## src/design/rmp_pkg.sv

```systemverilog
// Purpose: shared constants and types for the output remap register block
// Assumes: 32-bit AHB-Lite slave, one aligned word per register
// Notes:   field layout of the 16-bit select register
`default_nettype none
package rmp_pkg;
    // ==========================================================
    // register map
    localparam logic [11:0] RMP_OFS_SELECT = 12'h000;  // output select for pins 30 and 31
    localparam logic [11:0] RMP_OFS_STATUS = 12'h004;  // block state readback
    localparam logic [15:0] RMP_SELECT_RST = 16'h0000;
    // ==========================================================
    // field layout
    localparam int RMP_PIN31_LSB = 8;
    localparam int RMP_PIN30_LSB = 0;
    localparam int RMP_SEL_W     = 6;
    localparam logic [15:0] RMP_SELECT_MASK = 16'h3f3f; // bits 13-8 and 5-0 implemented
    localparam int RMP_NUM_PERIPH = 64;
    localparam logic [5:0] RMP_SEL_NONE = 6'h00;

    // ==========================================================
    // ahb request carried to the register file
    typedef struct packed {
        logic        wr;
        logic        rd;
        logic [11:0] addr;
    } rmp_req_t;

    // ==========================================================
    // one-pin route result
    typedef struct packed {
        logic value;
        logic enable;
        logic active;
    } rmp_route_t;

    // pick one select field from the register image
    function automatic logic [5:0] rmp_field(input logic [15:0] image, input int lsb);
        rmp_field = image[lsb +: RMP_SEL_W];
    endfunction
endpackage
`default_nettype wire

```

## src/design/rmp_pin_route.sv

```systemverilog
// Purpose: route one peripheral output onto one remappable pin
// Assumes: select zero means port control owns the pin
// Notes:   purely combinational; the top registers its outputs
`default_nettype none
module rmp_pin_route
    import rmp_pkg::*;
(
    input  wire logic [5:0]                select_i,
    input  wire logic [RMP_NUM_PERIPH-1:0] periph_out_i,
    input  wire logic [RMP_NUM_PERIPH-1:0] periph_oe_i,
    input  wire logic                      port_out_i,
    input  wire logic                      port_oe_i,
    output rmp_route_t                     route_o
);
    // ==========================================================
    // mux selection
    always_comb begin
        if (select_i == RMP_SEL_NONE) begin
            route_o = '{value: port_out_i, enable: port_oe_i, active: 1'b0};
        end else begin
            route_o = '{value: periph_out_i[select_i], enable: periph_oe_i[select_i], active: 1'b1};
        end
    end
endmodule
`default_nettype wire

```

## src/design/rmp_ahb_slave.sv

```systemverilog
// Purpose: AHB-Lite slave front end, zero wait states, always OKAY
// Assumes: single word transfers only
// Notes:   latches the address phase and presents it in the data phase
`default_nettype none
module rmp_ahb_slave
    import rmp_pkg::*;
(
    input  wire logic        clock_i,
    input  wire logic        reset_i,
    input  wire logic        hsel_i,
    input  wire logic [31:0] haddr_i,
    input  wire logic [1:0]  htrans_i,
    input  wire logic        hwrite_i,
    input  wire logic        hready_i,
    output rmp_req_t         req_o
);
    rmp_req_t req_reg;
    rmp_req_t req_next;

    // ==========================================================
    // capture address phase when a transfer is taken
    always_comb begin
        req_next = '0;
        if (hready_i && hsel_i && htrans_i[1]) begin
            req_next.wr   = hwrite_i;
            req_next.rd   = !hwrite_i;
            req_next.addr = haddr_i[11:0];
        end else if (!hready_i) begin
            req_next = req_reg;
        end
    end

    always_ff @(posedge clock_i) begin
        if (reset_i) begin
            req_reg <= '0;
        end else begin
            req_reg <= req_next;
        end
    end

    assign req_o = req_reg;
endmodule
`default_nettype wire

```

## src/design/rmp_remap_top.sv

```systemverilog
// Purpose: output remap select register for remappable pins 30 and 31
// Assumes: AHB-Lite register access, 250 MHz clock, synchronous reset
// Notes:   small package variant strapped by a static input
// Behaviour
// - bits 13-8 pick the peripheral output driving remappable pin 31
// - bits 5-0 pick the peripheral output driving remappable pin 30
// - bits 15-14 read zero and ignore writes
// - bits 7-6 read zero and ignore writes
// - on the small package the register reads zero and writes do nothing
//
// Design decisions made here: the register offsets and the AHB-Lite register port.
`default_nettype none
module rmp_remap_top
    import rmp_pkg::*;
(
    input  wire logic                      clock_i,
    input  wire logic                      reset_i,
    input  wire logic                      small_package_i,
    input  wire logic                      hsel_i,
    input  wire logic [31:0]               haddr_i,
    input  wire logic [1:0]                htrans_i,
    input  wire logic                      hwrite_i,
    input  wire logic [2:0]                hsize_i,
    input  wire logic [31:0]               hwdata_i,
    input  wire logic                      hready_i,
    output logic [31:0]                    hrdata_o,
    output logic                           hreadyout_o,
    output logic                           hresp_o,
    input  wire logic [RMP_NUM_PERIPH-1:0] periph_out_i,
    input  wire logic [RMP_NUM_PERIPH-1:0] periph_oe_i,
    input  wire logic [1:0]                port_out_i,
    input  wire logic [1:0]                port_oe_i,
    output logic                           remappable_pin_30_o,
    output logic                           remappable_pin_30_oe_o,
    output logic                           remappable_pin_31_o,
    output logic                           remappable_pin_31_oe_o
);
    rmp_req_t    req;
    rmp_route_t  route30;
    rmp_route_t  route31;
    logic [15:0] select_reg;
    logic [15:0] select_next;
    logic [31:0] rdata_reg;
    logic [31:0] rdata_next;
    logic        small_reg;
    logic        small_next;
    logic        small_meta_reg;
    logic [3:0]  pins_reg;
    logic [3:0]  pins_next;
    logic [5:0]  pin30_output_select;
    logic [5:0]  pin31_output_select;

    // ==========================================================
    // bus front end
    rmp_ahb_slave u_slave (
        .clock_i  (clock_i),
        .reset_i  (reset_i),
        .hsel_i   (hsel_i),
        .haddr_i  (haddr_i),
        .htrans_i (htrans_i),
        .hwrite_i (hwrite_i),
        .hready_i (hready_i),
        .req_o    (req)
    );

    // package strap comes from a pin: two flip-flops before any logic reads it
    always_comb begin
        small_next = small_meta_reg;
    end

    // ==========================================================
    // select register write path
    always_comb begin
        select_next = select_reg;
        if (req.wr && req.addr == RMP_OFS_SELECT && !small_reg) begin
            select_next = hwdata_i[15:0] & RMP_SELECT_MASK;
        end
        if (small_reg) begin
            select_next = RMP_SELECT_RST;
        end
    end

    assign pin31_output_select = rmp_field(select_reg, RMP_PIN31_LSB);
    assign pin30_output_select = rmp_field(select_reg, RMP_PIN30_LSB);

    // read data for the next data phase
    always_comb begin
        rdata_next = '0;
        if (hready_i && hsel_i && htrans_i[1] && !hwrite_i) begin
            unique case (haddr_i[11:0])
                RMP_OFS_SELECT: rdata_next = {16'h0000, select_next & RMP_SELECT_MASK};
                RMP_OFS_STATUS: rdata_next = {28'h0000000, route31.active, route30.active,
                                              small_reg, 1'b0};
                default:        rdata_next = '0;
            endcase
        end
    end

    // ==========================================================
    // pin routing
    rmp_pin_route u_pin30 (
        .select_i     (pin30_output_select),
        .periph_out_i (periph_out_i),
        .periph_oe_i  (periph_oe_i),
        .port_out_i   (port_out_i[0]),
        .port_oe_i    (port_oe_i[0]),
        .route_o      (route30)
    );

    rmp_pin_route u_pin31 (
        .select_i     (pin31_output_select),
        .periph_out_i (periph_out_i),
        .periph_oe_i  (periph_oe_i),
        .port_out_i   (port_out_i[1]),
        .port_oe_i    (port_oe_i[1]),
        .route_o      (route31)
    );

    // registered pin drive; select zero falls back to port control
    always_comb begin
        pins_next = {route31.enable, route31.value, route30.enable, route30.value};
    end

    // ==========================================================
    // state registers
    always_ff @(posedge clock_i) begin
        if (reset_i) begin
            select_reg <= RMP_SELECT_RST;
            rdata_reg  <= '0;
            pins_reg   <= '0;
            small_reg  <= 1'b0;
            small_meta_reg <= 1'b0;
        end else begin
            select_reg <= select_next;
            rdata_reg  <= rdata_next;
            pins_reg   <= pins_next;
            small_reg  <= small_next;
            small_meta_reg <= small_package_i;   // first stage, read only by small_next
        end
    end

    assign hrdata_o               = rdata_reg;
    assign hreadyout_o            = 1'b1;    // zero wait states
    assign hresp_o                = 1'b0;    // always OKAY
    assign remappable_pin_30_o    = pins_reg[0];
    assign remappable_pin_30_oe_o = pins_reg[1];
    assign remappable_pin_31_o    = pins_reg[2];
    assign remappable_pin_31_oe_o = pins_reg[3];
endmodule
`default_nettype wire

```

## config.mk

```make
export PLATFORM = sky130hd
export DESIGN_NAME = rmp_remap_top
export DESIGN_NICKNAME = d
export VERILOG_FILES = /design/src/design/rmp_pkg.sv /design/src/design/rmp_pin_route.sv /design/src/design/rmp_ahb_slave.sv /design/src/design/rmp_remap_top.sv
export SDC_FILE = /design/constraint.sdc
export NUM_CORES = 1
export LEC_CHECK = 0
export BUFFER_PORTS_ARGS = -buffer_cell sky130_fd_sc_hd__buf_4
export CAP_MARGIN = 40
export CORE_MARGIN = 1.5
export CORE_UTILIZATION = 44
export DETAILED_ROUTE_END_ITERATION = 6
export PLACE_DENSITY = 0.88
export SLEW_MARGIN = 20
export SYNTH_ARGS = -nofsm -noshare
export SYNTH_HDL_FRONTEND = slang
export SYNTH_SLANG_ARGS = --single-unit
```

## constraint.sdc

```tcl
create_clock -name clock_i -period 2.1 [get_ports clock_i]
set_input_delay 0.42 -clock clock_i [delete_from_list [all_inputs] [get_ports clock_i]]
set_output_delay 0.42 -clock clock_i [all_outputs]
set_load 0.1 [all_outputs]
```

## Word-level counts from Yosys, hierarchy flattened

Index checks and enable logic that the tools add are counted.

| word-level totals | value |
|---|---|
| register bits | 63 |
| input bits | 207 |
| output and inout port bits | 38 |
| word-level logic and storage cells | 39 |

| cells by class | value |
|---|---|
| order comparisons | 2 |
| eq/ne operators | 1 |
| mux-type cells | 15 |
| bitwise gates (word level) | 1 |
| reductions and logical operators | 13 |

Operator list:

| operator | number |
|---|---|
| $mux 14 | 4 |
| $pmux 14 s2 | 1 |
| $bmux 1 s6 | 4 |
| $logic_not 12->1 | 2 |
| $lt 6x7->1 const B | 2 |
| $eq 12x3->1 const B | 1 |
| $logic_not 6->1 | 2 |
| $mux 3 | 2 |
| $logic_and 1x1->1 | 5 |
| $mux 1 | 4 |
| $logic_not 1->1 | 2 |
| $reduce_bool 2->1 | 1 |
| $reduce_or 2->1 | 1 |
| $not 1->1 | 1 |

## Depth between registers and ports, before layout

Gate-level depths: netlist of run 1.

| depth | value |
|---|---|
| depth after elaboration | 6 |
| depth in mapped cells | 9 |

## Hierarchy

A second synthesis of run 1 with hierarchy kept.

| unflattened totals | value |
|---|---|
| cell total of the unflattened synthesis | 424 |
| area, all modules | 4,342.9 um^2 |

Modules (own cells, without submodules):

| module | times used | cells each | area each (um^2) |
|---|---|---|---|
| rmp_pin_route | 2 | 119 | 1,228.7 |
| rmp_remap_top | 1 | 124 | 1,228.7 |
| rmp_ahb_slave | 1 | 62 | 656.9 |

## Least setup slack after synthesis of run 1

OpenSTA, ideal clock, no wires.

| timing path | value |
|---|---|
| path kind | flip-flop to flip-flop |
| start point | reg select_reg[0] |
| end point | reg pins_reg[1] |
| arrival | 1,679 ps |
| data required time | 1,975 ps |
| slack | 296 ps |
| stages on the path, launching flop included | 6 |
| cell sequence | dfxtp_1 > buf_6 > mux4_2 > mux4_2 > a211oi_1 > a21oi_1 |

| between the ends | value |
|---|---|
| word-level cells in the longest chain between the ends | 3 |
| elaborated cells on any way between the ends | 4 |
| those cells by class | mux (3); reduce/logical (1) |

Ends and longest elaborated chain:

| element | line | text |
|---|---|---|
| from (decl) | rmp_remap_top.sv:41 | `logic [15:0] select_reg;` |
| from (signal assigned) | rmp_remap_top.sv:134 | `select_reg <= select_next;` |
| $bmux 1 s6 | rmp_pin_route.sv:21 | `route_o = '{value: periph_out_i[select_i], enable: periph_oe_i[select_i], active: 1'b1};` |
| $mux 1 (not written as such) | rmp_pin_route.sv:21 |  |
| $mux 3 (*) | rmp_pin_route.sv:18 | `if (select_i == RMP_SEL_NONE) begin` |
| to (signal assigned) | rmp_remap_top.sv:136 | `pins_reg <= pins_next;` |
| to (decl) | rmp_remap_top.sv:48 | `logic [3:0] pins_reg;` |

Every way passes the cells marked *; elsewhere a longest branch is shown, timed or not. The select of a mux whose other input is x is not followed.
A chain may end at the register's enable or synchronous reset.

## Final worst setup path of run 1

| timing path | value |
|---|---|
| start point | reg select_reg[2] |
| end point | reg pins_reg[1] |

Same word-level chain as after synthesis.

==> results of run 1 <==
[final cells by class]
type	instances	area (um^2)	area share
Clock buffer	5	68.8	0.0127
Clock inverter	3	47.5	0.00878
Multi-Input combinational cell	311	2770	0.512
Sequential cell	43	866	0.160
Tap cell	108	135	0.0250
Timing Repair Buffer	198	1530	0.282
[cells by family after synthesis]
family,synth area share
other,0.00191
buffers and inverters,0.0958
muxes,0.426
and+or+nand+nor,0.143
AOI/OAI and AO/OA,0.115
DFF,0.219
[worst paths after layout]
path,startpoint,endpoint
worst min-delay path,haddr_i[9],u_slave.req_o[9]$_SDFFE_PP0P_
worst min register to register,small_meta_reg$_SDFF_PP0_,small_reg$_SDFF_PP0_
worst max-delay path,select_reg[2]$_SDFF_PP0_,pins_reg[1]$_SDFF_PP0_
worst max register to register,select_reg[2]$_SDFF_PP0_,pins_reg[1]$_SDFF_PP0_
[critical path: cells and delay by family, from the launching register on]
family | cells | cell delay [ns]
flops | 1 | 0.53
compound gates | 3 | 0.42
buf+inv | 1 | 0.35
mux | 2 | 0.60
[metal layers]
layer,vias up,GRT usage
met1,1858,0.310
met5,-,0
met4,0,0.103
met2,218,0.449
met3,35,0.0460
li1,1818,-
[metrics by stage]
step	cell area (um^2)	setup WS [ns]	instances	utilization	hold slack [ns]
after floorplan	4010	0.296	412	-	0.414
after global placement	5290	0.0702	660	0.610	0.436
after detailed placement	5290	0.0360	660	0.610	0.450
after CTS	5410	0.0162	668	0.623	0.334
after global routing	5420	0.00721	668	0.624	0.345
final	5420	0.0718	668	0.624	0.341
[Yosys cell counts, types with 3 or more instances]
| cell | n | area, um^2 |
|---|---|---|
| mux2i_1 | 75 | 751 |
| dfxtp_1 | 43 | 861 |
| mux4_2 | 40 | 901 |
| nor2_1 | 33 | 124 |
| buf_4 | 27 | 203 |
| nand2_1 | 18 | 67.6 |
| a22oi_1 | 16 | 120 |
| a22o_1 | 14 | 123 |
| clkbuf_1 | 13 | 48.8 |
| a21oi_1 | 10 | 50.1 |
| buf_2 | 10 | 50.1 |
| nand3_1 | 9 | 45.0 |
| nor2b_1 | 9 | 56.3 |
| a31oi_1 | 6 | 37.5 |
| buf_6 | 6 | 67.6 |
| nor3_1 | 6 | 30.0 |
| nor4_1 | 6 | 37.5 |
| and3_1 | 5 | 31.3 |
| nand4_1 | 4 | 25.0 |
| or3_1 | 4 | 25.0 |
| a211oi_1 | 3 | 22.5 |
| nor3b_1 | 3 | 22.5 |
| or2_2 | 3 | 18.8 |
[power groups by stage]
stage | clock, mW | sequential [mW] | combinational, mW
after detailed placement | 0 | 0.863 | 0.749
after floorplan | 0 | 0.901 | 0.412
after global placement | 0 | 0.862 | 0.732
after global routing | 0.709 | 0.845 | 0.792
final | 0.663 | 0.843 | 0.752
after CTS | 0.672 | 0.844 | 0.750
==> results.cfg, run 1 <==
[clock_tree]
clock-root-buffer = clkbuf_8
clock_latency_ns = 0.31
cts_buffer_depth = 2
cts_resized = 0
postCtsSetupRepairBufs = 0
cts_buffers = 5
htreeDepth = 2
numClockSinks = 43
cts_tree = yes
cts-hold-fix-buffers = 0
cts.reportedPaths.clkPinSlew_ns = 0.08

[drt]
wl_per_cell_um = 18.6
wl_met1_mm = 4.81
vias_per_cell = 5.88
highest_layer = met4
antenna_left = 0
via_count = 3929
dr_wl_met3_um = 885
wirelength_mm = 12.4
met2_length_mm = 6.38
post-route-drc-count = 0
firstDrtPassIters = 5
first_iter_violations = 133

[power]
power.share.clock = 0.294
p_per_area_nw_per_um2 = 417
pwr-share-comb = 0.333
swShare = 0.322
finalPower_mw = 2.26
switchingPower_mw = 0.728
power_leakage_nw = 2.20
ir_worst_vdd_uv = 294
seq_power_share = 0.373
internal_power_mw = 1.53

[placement]
port_buffers = 178
place_congestion = 0.891
place.detailed.hpwl_mm = 10.2

[setup_path]
cp_max_fo = 19
endpoint_kind = flip-flop
crit_arrival_ns = 2.22
rr_worst_depth = 6
slowest_delay_ns = 0.53
path_class = reg -> reg
critPathLaunchType = flip-flop
cp_cell_sequence = buf_4 > mux4_2 > mux2i_1 > o22ai_1 > a211oi_1 > a21oi_1
critical_path_required_ns = 2.29
reg2reg_slack_ns = 0.07
cp_slowest_cell = dfxtp_1

[grt]
antenna_found_initial = 0
grt_max_degree = 32
grt-ovfl-total = 0
grtUsageTotal = 0.256
grt_pass1_wl_mm = 19.8
first_global_vias = 4035

[finish]
mostFrequentLayoutCell = buf_4
drive_gt1_frac = 0.454
fill_cells = 728
nNetsFinal = 766
area_growth_pct = 37.7
final_cell_mix = 194 x buf_4, 75 x mux2i_1, 41 x dfxtp_1
n_antenna_cell = 0
largest_register_ffs = 13

[floorplan]
core_area_um2 = 8680
fp.dieH_um = 97.5
pin_count = 245
row_count = 34
die_w_um = 97.5
die-area_um2 = 9510
start_util = 0.453

[synthesis]
syn_inst = 392
synthArstFlopShare = 0
synth_warnings = 0
synth.avg_cell_area_um2 = 10.0
yosys.cell_types.count = 42
synth_seq_area_share = 0.219
ys_seq_elements = 43
synth_edf_count = 0
synth-main-ff-cell = dfxtp_1
netlist_area_um2 = 3930

[sta]
setup_violations = 0
finalCritPeriodShare = 0.966
relSlewSlack = 0.638
worst_pin_slew_ns = 0.542
timing.fmax_mhz = 493
drv_slew = 0
rsz0062_at_grt = no
fin_crit_ns = 2.03
tns_ns = 0
hold_violations = 0
skew_ns = 0.0127

[hold_path]
hold_class = in -> reg
timing.hold.worst_path_depth = 2

[flow_run]
maxCapViolCount = 0

[status]
outcome = finished clean
No activity file was read; power rests on OpenSTA's default activity.
==> run 2, diff against run 1 <==
Settings changed: CORE_UTILIZATION 44 to 40, PLACE_DENSITY 0.88 to 0.85.
Clock period 2.1 ns to 1.7 ns, I/O delays scaled along.
==> results.cfg, run 2 (synthesis gave the netlist of run 1 again) <==
[power]
p_per_area_nw_per_um2 = 451
ir_worst_vdd_uv = 362
power_leakage_nw = 2.38

[finish]
final_cell_mix = 214 x buf_4, 73 x mux2i_1, 40 x mux4_2, 40 x dfxtp_1, 33 x nor2_1
n_antenna_cell = 0
mostFrequentLayoutCell = buf_4
postLayoutCoreUtil = 0.600
fill_cells = 841
multi_input_area_um2 = 2840
drive_gt1_frac = 0.499
largest_register_ffs = 13
nNetsFinal = 793
seqCellArea_um2 = 870
area_growth_pct = 47.0

[clock_tree]
htreeDepth = 2
numClockSinks = 43
clock-root-buffer = clkbuf_8
cts_tree = yes
cts_buffers = 5
cts.reportedPaths.clkPinSlew_ns = 0.08
clock_latency_ns = 0.29
cts_buffer_depth = 2

[placement]
place_ws_ns = -0.252
place_congestion = 0.908
place.detailed.hpwl_mm = 10.7
port_buffers = 178

[sta]
timing.fmax_mhz = 539
hold_violations = 0
skew_ns = 0.00462
relSlewSlack = 0.465
drv_slew = 0
setup_slack_ns = -0.155
rsz0062_at_grt = yes
finalCritPeriodShare = 1.09
fin_crit_ns = 1.86
tns_ns = -0.540
setup_violations = 4
worst_pin_slew_ns = 0.799

[flow_run]
maxCapViolCount = 0

[grt]
grtUsageTotal = 0.249
grt_pass1_wl_mm = 20.2
antenna_found_initial = 0
grt_max_degree = 26
grt-ovfl-total = 0
first_global_vias = 4140

[floorplan]
start_util = 0.408
pin_count = 245
die-area_um2 = 10400
core_area_um2 = 9640
row_count = 36
fp.dieH_um = 102
die_w_um = 102

[setup_path]
reg2reg_slack_ns = -0.16
endpoint_kind = flip-flop
cp_max_fo = 11
critPathLaunchType = flip-flop
critical_path_required_ns = 1.88
path_class = reg -> reg
crit_arrival_ns = 2.04

[hold_path]
hold_class = in -> reg

[drt]
wl_per_cell_um = 18.2
firstDrtPassIters = 5
vias_per_cell = 5.69
antenna_left = 0
first_iter_violations = 160
post-route-drc-count = 0
via_count = 4094
wirelength_mm = 13.1

[status]
violations = setup timing
outcome = finished, violations left
-- run 2: metrics by stage --
step	cell area, um^2	cells	hold slack [ns]	power [mW]
2_1_floorplan	4020	412	0.414	1.62
3_3_place_gp	5570	707	0.430	1.98
3_5_place_dp	5570	707	0.453	2.00
4_1_cts	5710	718	0.277	2.60
5_1_grt	5780	720	0.271	2.73
6_report	5780	720	0.285	2.61
-- run 2: where the power goes --
group          internal, mW  total [mW]  switching, mW  leakage (nW)
logic                 0.441       0.962          0.521          1.98
clock network         0.288       0.605          0.317        0.0422
registers              1.02        1.04         0.0151         0.351
-- run 2: final timing paths --
| check | startpoint | to | cells past startpoint |
|---|---|---|---|
| hold / removal | haddr_i[9] | u_slave.req_o[9]$_SDFFE_PP0P_ | 2 |
| setup / recovery | select_reg[0]$_SDFF_PP0_ | pins_reg[1]$_SDFF_PP0_ | 6 |
| setup reg to reg | select_reg[0]$_SDFF_PP0_ | pins_reg[1]$_SDFF_PP0_ | 6 |
| hold reg to reg | small_meta_reg$_SDFF_PP0_ | small_reg$_SDFF_PP0_ | 1 |
-- run 2: timing repair --
item | in CTS | in global routing
endpoints found under the setup margin | 5 | 25
resized for setup | 8 | 11
endpoints found under the hold margin | 0 | 0
setup buffers | 3 | 2
hold buffers | 0 | 0
pin swaps | 4 | 2
-- run 2: layer usage --
| metal | global-route usage | wire length, um | up-vias |
|---|---|---|---|
| met5 | 0 | 0 | - |
| met4 | 0.0864 | 425 | 0 |
| met3 | 0.0451 | 930 | 41 |
| met2 | 0.441 | 6700 | 207 |
| met1 | 0.305 | 5020 | 1980 |
| li1 | - | - | 1866 |
-- run 2: worst max-delay path, stage by stage (launching register included) --
cell      delay [ns]
dfxtp_4         0.44
buf_12          0.17
mux4_2          0.52
mux2i_2         0.20
o22ai_2         0.11
a211oi_2        0.20
a21oi_1         0.09
-- run 2: layout make-up --
type / count / area share
Multi-Input combinational cell: 311 / 0.491
Tap cell: 133 / 0.0288
Clock buffer: 7 / 0.0132
Sequential cell: 43 / 0.150
Clock inverter: 1 / 0.000866
Timing Repair Buffer: 225 / 0.316
==> run 3, diff against run 2 <==
Settings changed: SETUP_SLACK_MARGIN set to 0.05.
==> results.cfg, run 3 (synthesis gave the netlist of run 1 again) <==
[status]
outcome = finished, violations left
violations = setup timing

[drt]
wirelength_mm = 13.1
first_iter_violations = 137
via_count = 4086
firstDrtPassIters = 5
antenna_left = 0
vias_per_cell = 5.68
post-route-drc-count = 0
wl_per_cell_um = 18.2

[floorplan]
start_util = 0.408
die_w_um = 102
row_count = 36
fp.dieH_um = 102
core_area_um2 = 9640
pin_count = 245
die-area_um2 = 10400

[clock_tree]
cts_buffers = 5
numClockSinks = 43
clock-root-buffer = clkbuf_8
cts_tree = yes
cts-hold-fix-buffers = 0
cts.reportedPaths.clkPinSlew_ns = 0.08
clock_latency_ns = 0.29
htreeDepth = 2
cts_buffer_depth = 2

[hold_path]
whs_endpoint = u_slave.req_o[13]$_SDFFE_PP0P_
hold_class = in -> reg
hold_path.startpoint = hwrite_i
timing.hold.worst_path_depth = 2

[power]
ir_worst_vdd_uv = 362
power_leakage_nw = 2.38
p_per_area_nw_per_um2 = 451

[placement]
place_ws_ns = -0.252
port_buffers = 178
place_congestion = 0.908
place.detailed.hpwl_mm = 10.7
dp.cells = 707

[sta]
skew_ns = 0.00478
relSlewSlack = 0.460
setup_violations = 4
drv_slew = 0
hold_violations = 0
setup_slack_ns = -0.160
timing.fmax_mhz = 538
fin_crit_ns = 1.86
worst_pin_slew_ns = 0.807
holdWs_ns = 0.283
finalCritPeriodShare = 1.09
rsz0062_at_grt = yes

[grt]
grt_max_degree = 26
grtUsageTotal = 0.249
first_global_vias = 4137
grt_pass1_wl_mm = 20.2
antenna_found_initial = 0
grt-ovfl-total = 0

[finish]
area_growth_pct = 47.2
fill_cells = 842
postLayoutCoreUtil = 0.600
nNetsFinal = 793
multi_input_area_um2 = 2850
seqCellArea_um2 = 870
largest_register_ffs = 13
n_antenna_cell = 0
fin_cells = 720
final_cell_mix = 214 x buf_4, 73 x mux2i_1, 40 x mux4_2, 40 x dfxtp_1, 33 x nor2_1
mostFrequentLayoutCell = buf_4
drive_gt1_frac = 0.501

[setup_path]
critPathLaunchType = flip-flop
worstReg2RegEnd = pins_reg[1]$_SDFF_PP0_
path_class = reg -> reg
critical_path_required_ns = 1.88
r2r_start = select_reg[0]$_SDFF_PP0_
crit_arrival_ns = 2.04
rr_worst_depth = 4
cp_max_fo = 7
reg2reg_slack_ns = -0.16
endpoint_kind = flip-flop

[flow_run]
maxCapViolCount = 0
[run 3: changes by cell type in the layout (fill, tap and decap cells not counted)]
cell,change
nor4b_2,+1
nor4b_1,-1
[run 3: how the worst max path moves through the flow]
stage | from | to | slack, ns | cells past startpoint
6_report | select_reg[0]$_SDFF_PP0_ | pins_reg[1]$_SDFF_PP0_ | -0.16 | 4
5_1_grt | select_reg[0]$_SDFF_PP0_ | pins_reg[1]$_SDFF_PP0_ | -0.24 | 6
4_1_cts | select_reg[0]$_SDFF_PP0_ | pins_reg[1]$_SDFF_PP0_ | -0.17 | 4
3_5_place_dp | select_reg[0]$_SDFF_PP0_ | pins_reg[1]$_SDFF_PP0_ | -0.25 | 6
3_3_place_gp | select_reg[0]$_SDFF_PP0_ | pins_reg[1]$_SDFF_PP0_ | -0.24 | 4
2_1_floorplan | select_reg[0]$_SDFF_PP0_ | pins_reg[1]$_SDFF_PP0_ | -0.05 | 5
[run 3: timing repair]
item,CTS,global route
cloned,0,0
gates resized for setup,8,12
setup endpoints to repair,10,9
pin swaps,4,1
setup buffers,4,1
[run 3: where the power goes]
part | leakage, nW | internal (mW) | switching, mW
registers | 0.351 | 1.02 | 0.0153
clock network | 0.0422 | 0.288 | 0.318
logic | 1.99 | 0.441 | 0.522
total | 2.38 | 1.75 | 0.855
[run 3: cell type report]
type / count / area share
clock buffer: 7 / 0.0132
clock inverter: 1 / 0.000865
multi-input combinational: 311 / 0.492
sequential: 43 / 0.150
tap: 133 / 0.0288
timing repair buffer: 225 / 0.315
[run 3: critical path, stage by stage, from the launching register on]
cell and delay, ns:
dfxtp_4 0.44, mux4_2 0.51, mux4_2 0.51, a211oi_2 0.20, a21oi_1 0.09
[run 3: per-layer routing]
layer / track usage / up-vias / part of all wire
li1: - / 1863 / -
met1: 0.305 / 1979 / 0.38
met2: 0.440 / 207 / 0.51
met3: 0.0451 / 37 / 0.073
met4: 0.0864 / 0 / 0.031
met5: 0 / - / 0
[run 3: through the flow]
| step | area (um^2) | TNS (ns) | power (mW) |
|---|---|---|---|
| floorplan | 4020 | -0.0668 | 1.62 |
| global placement | 5570 | -0.634 | 1.98 |
| detailed placement | 5570 | -0.752 | 2.00 |
| CTS | 5720 | -0.496 | 2.60 |
| global route | 5790 | -0.833 | 2.74 |
| finish | 5790 | -0.540 | 2.61 |
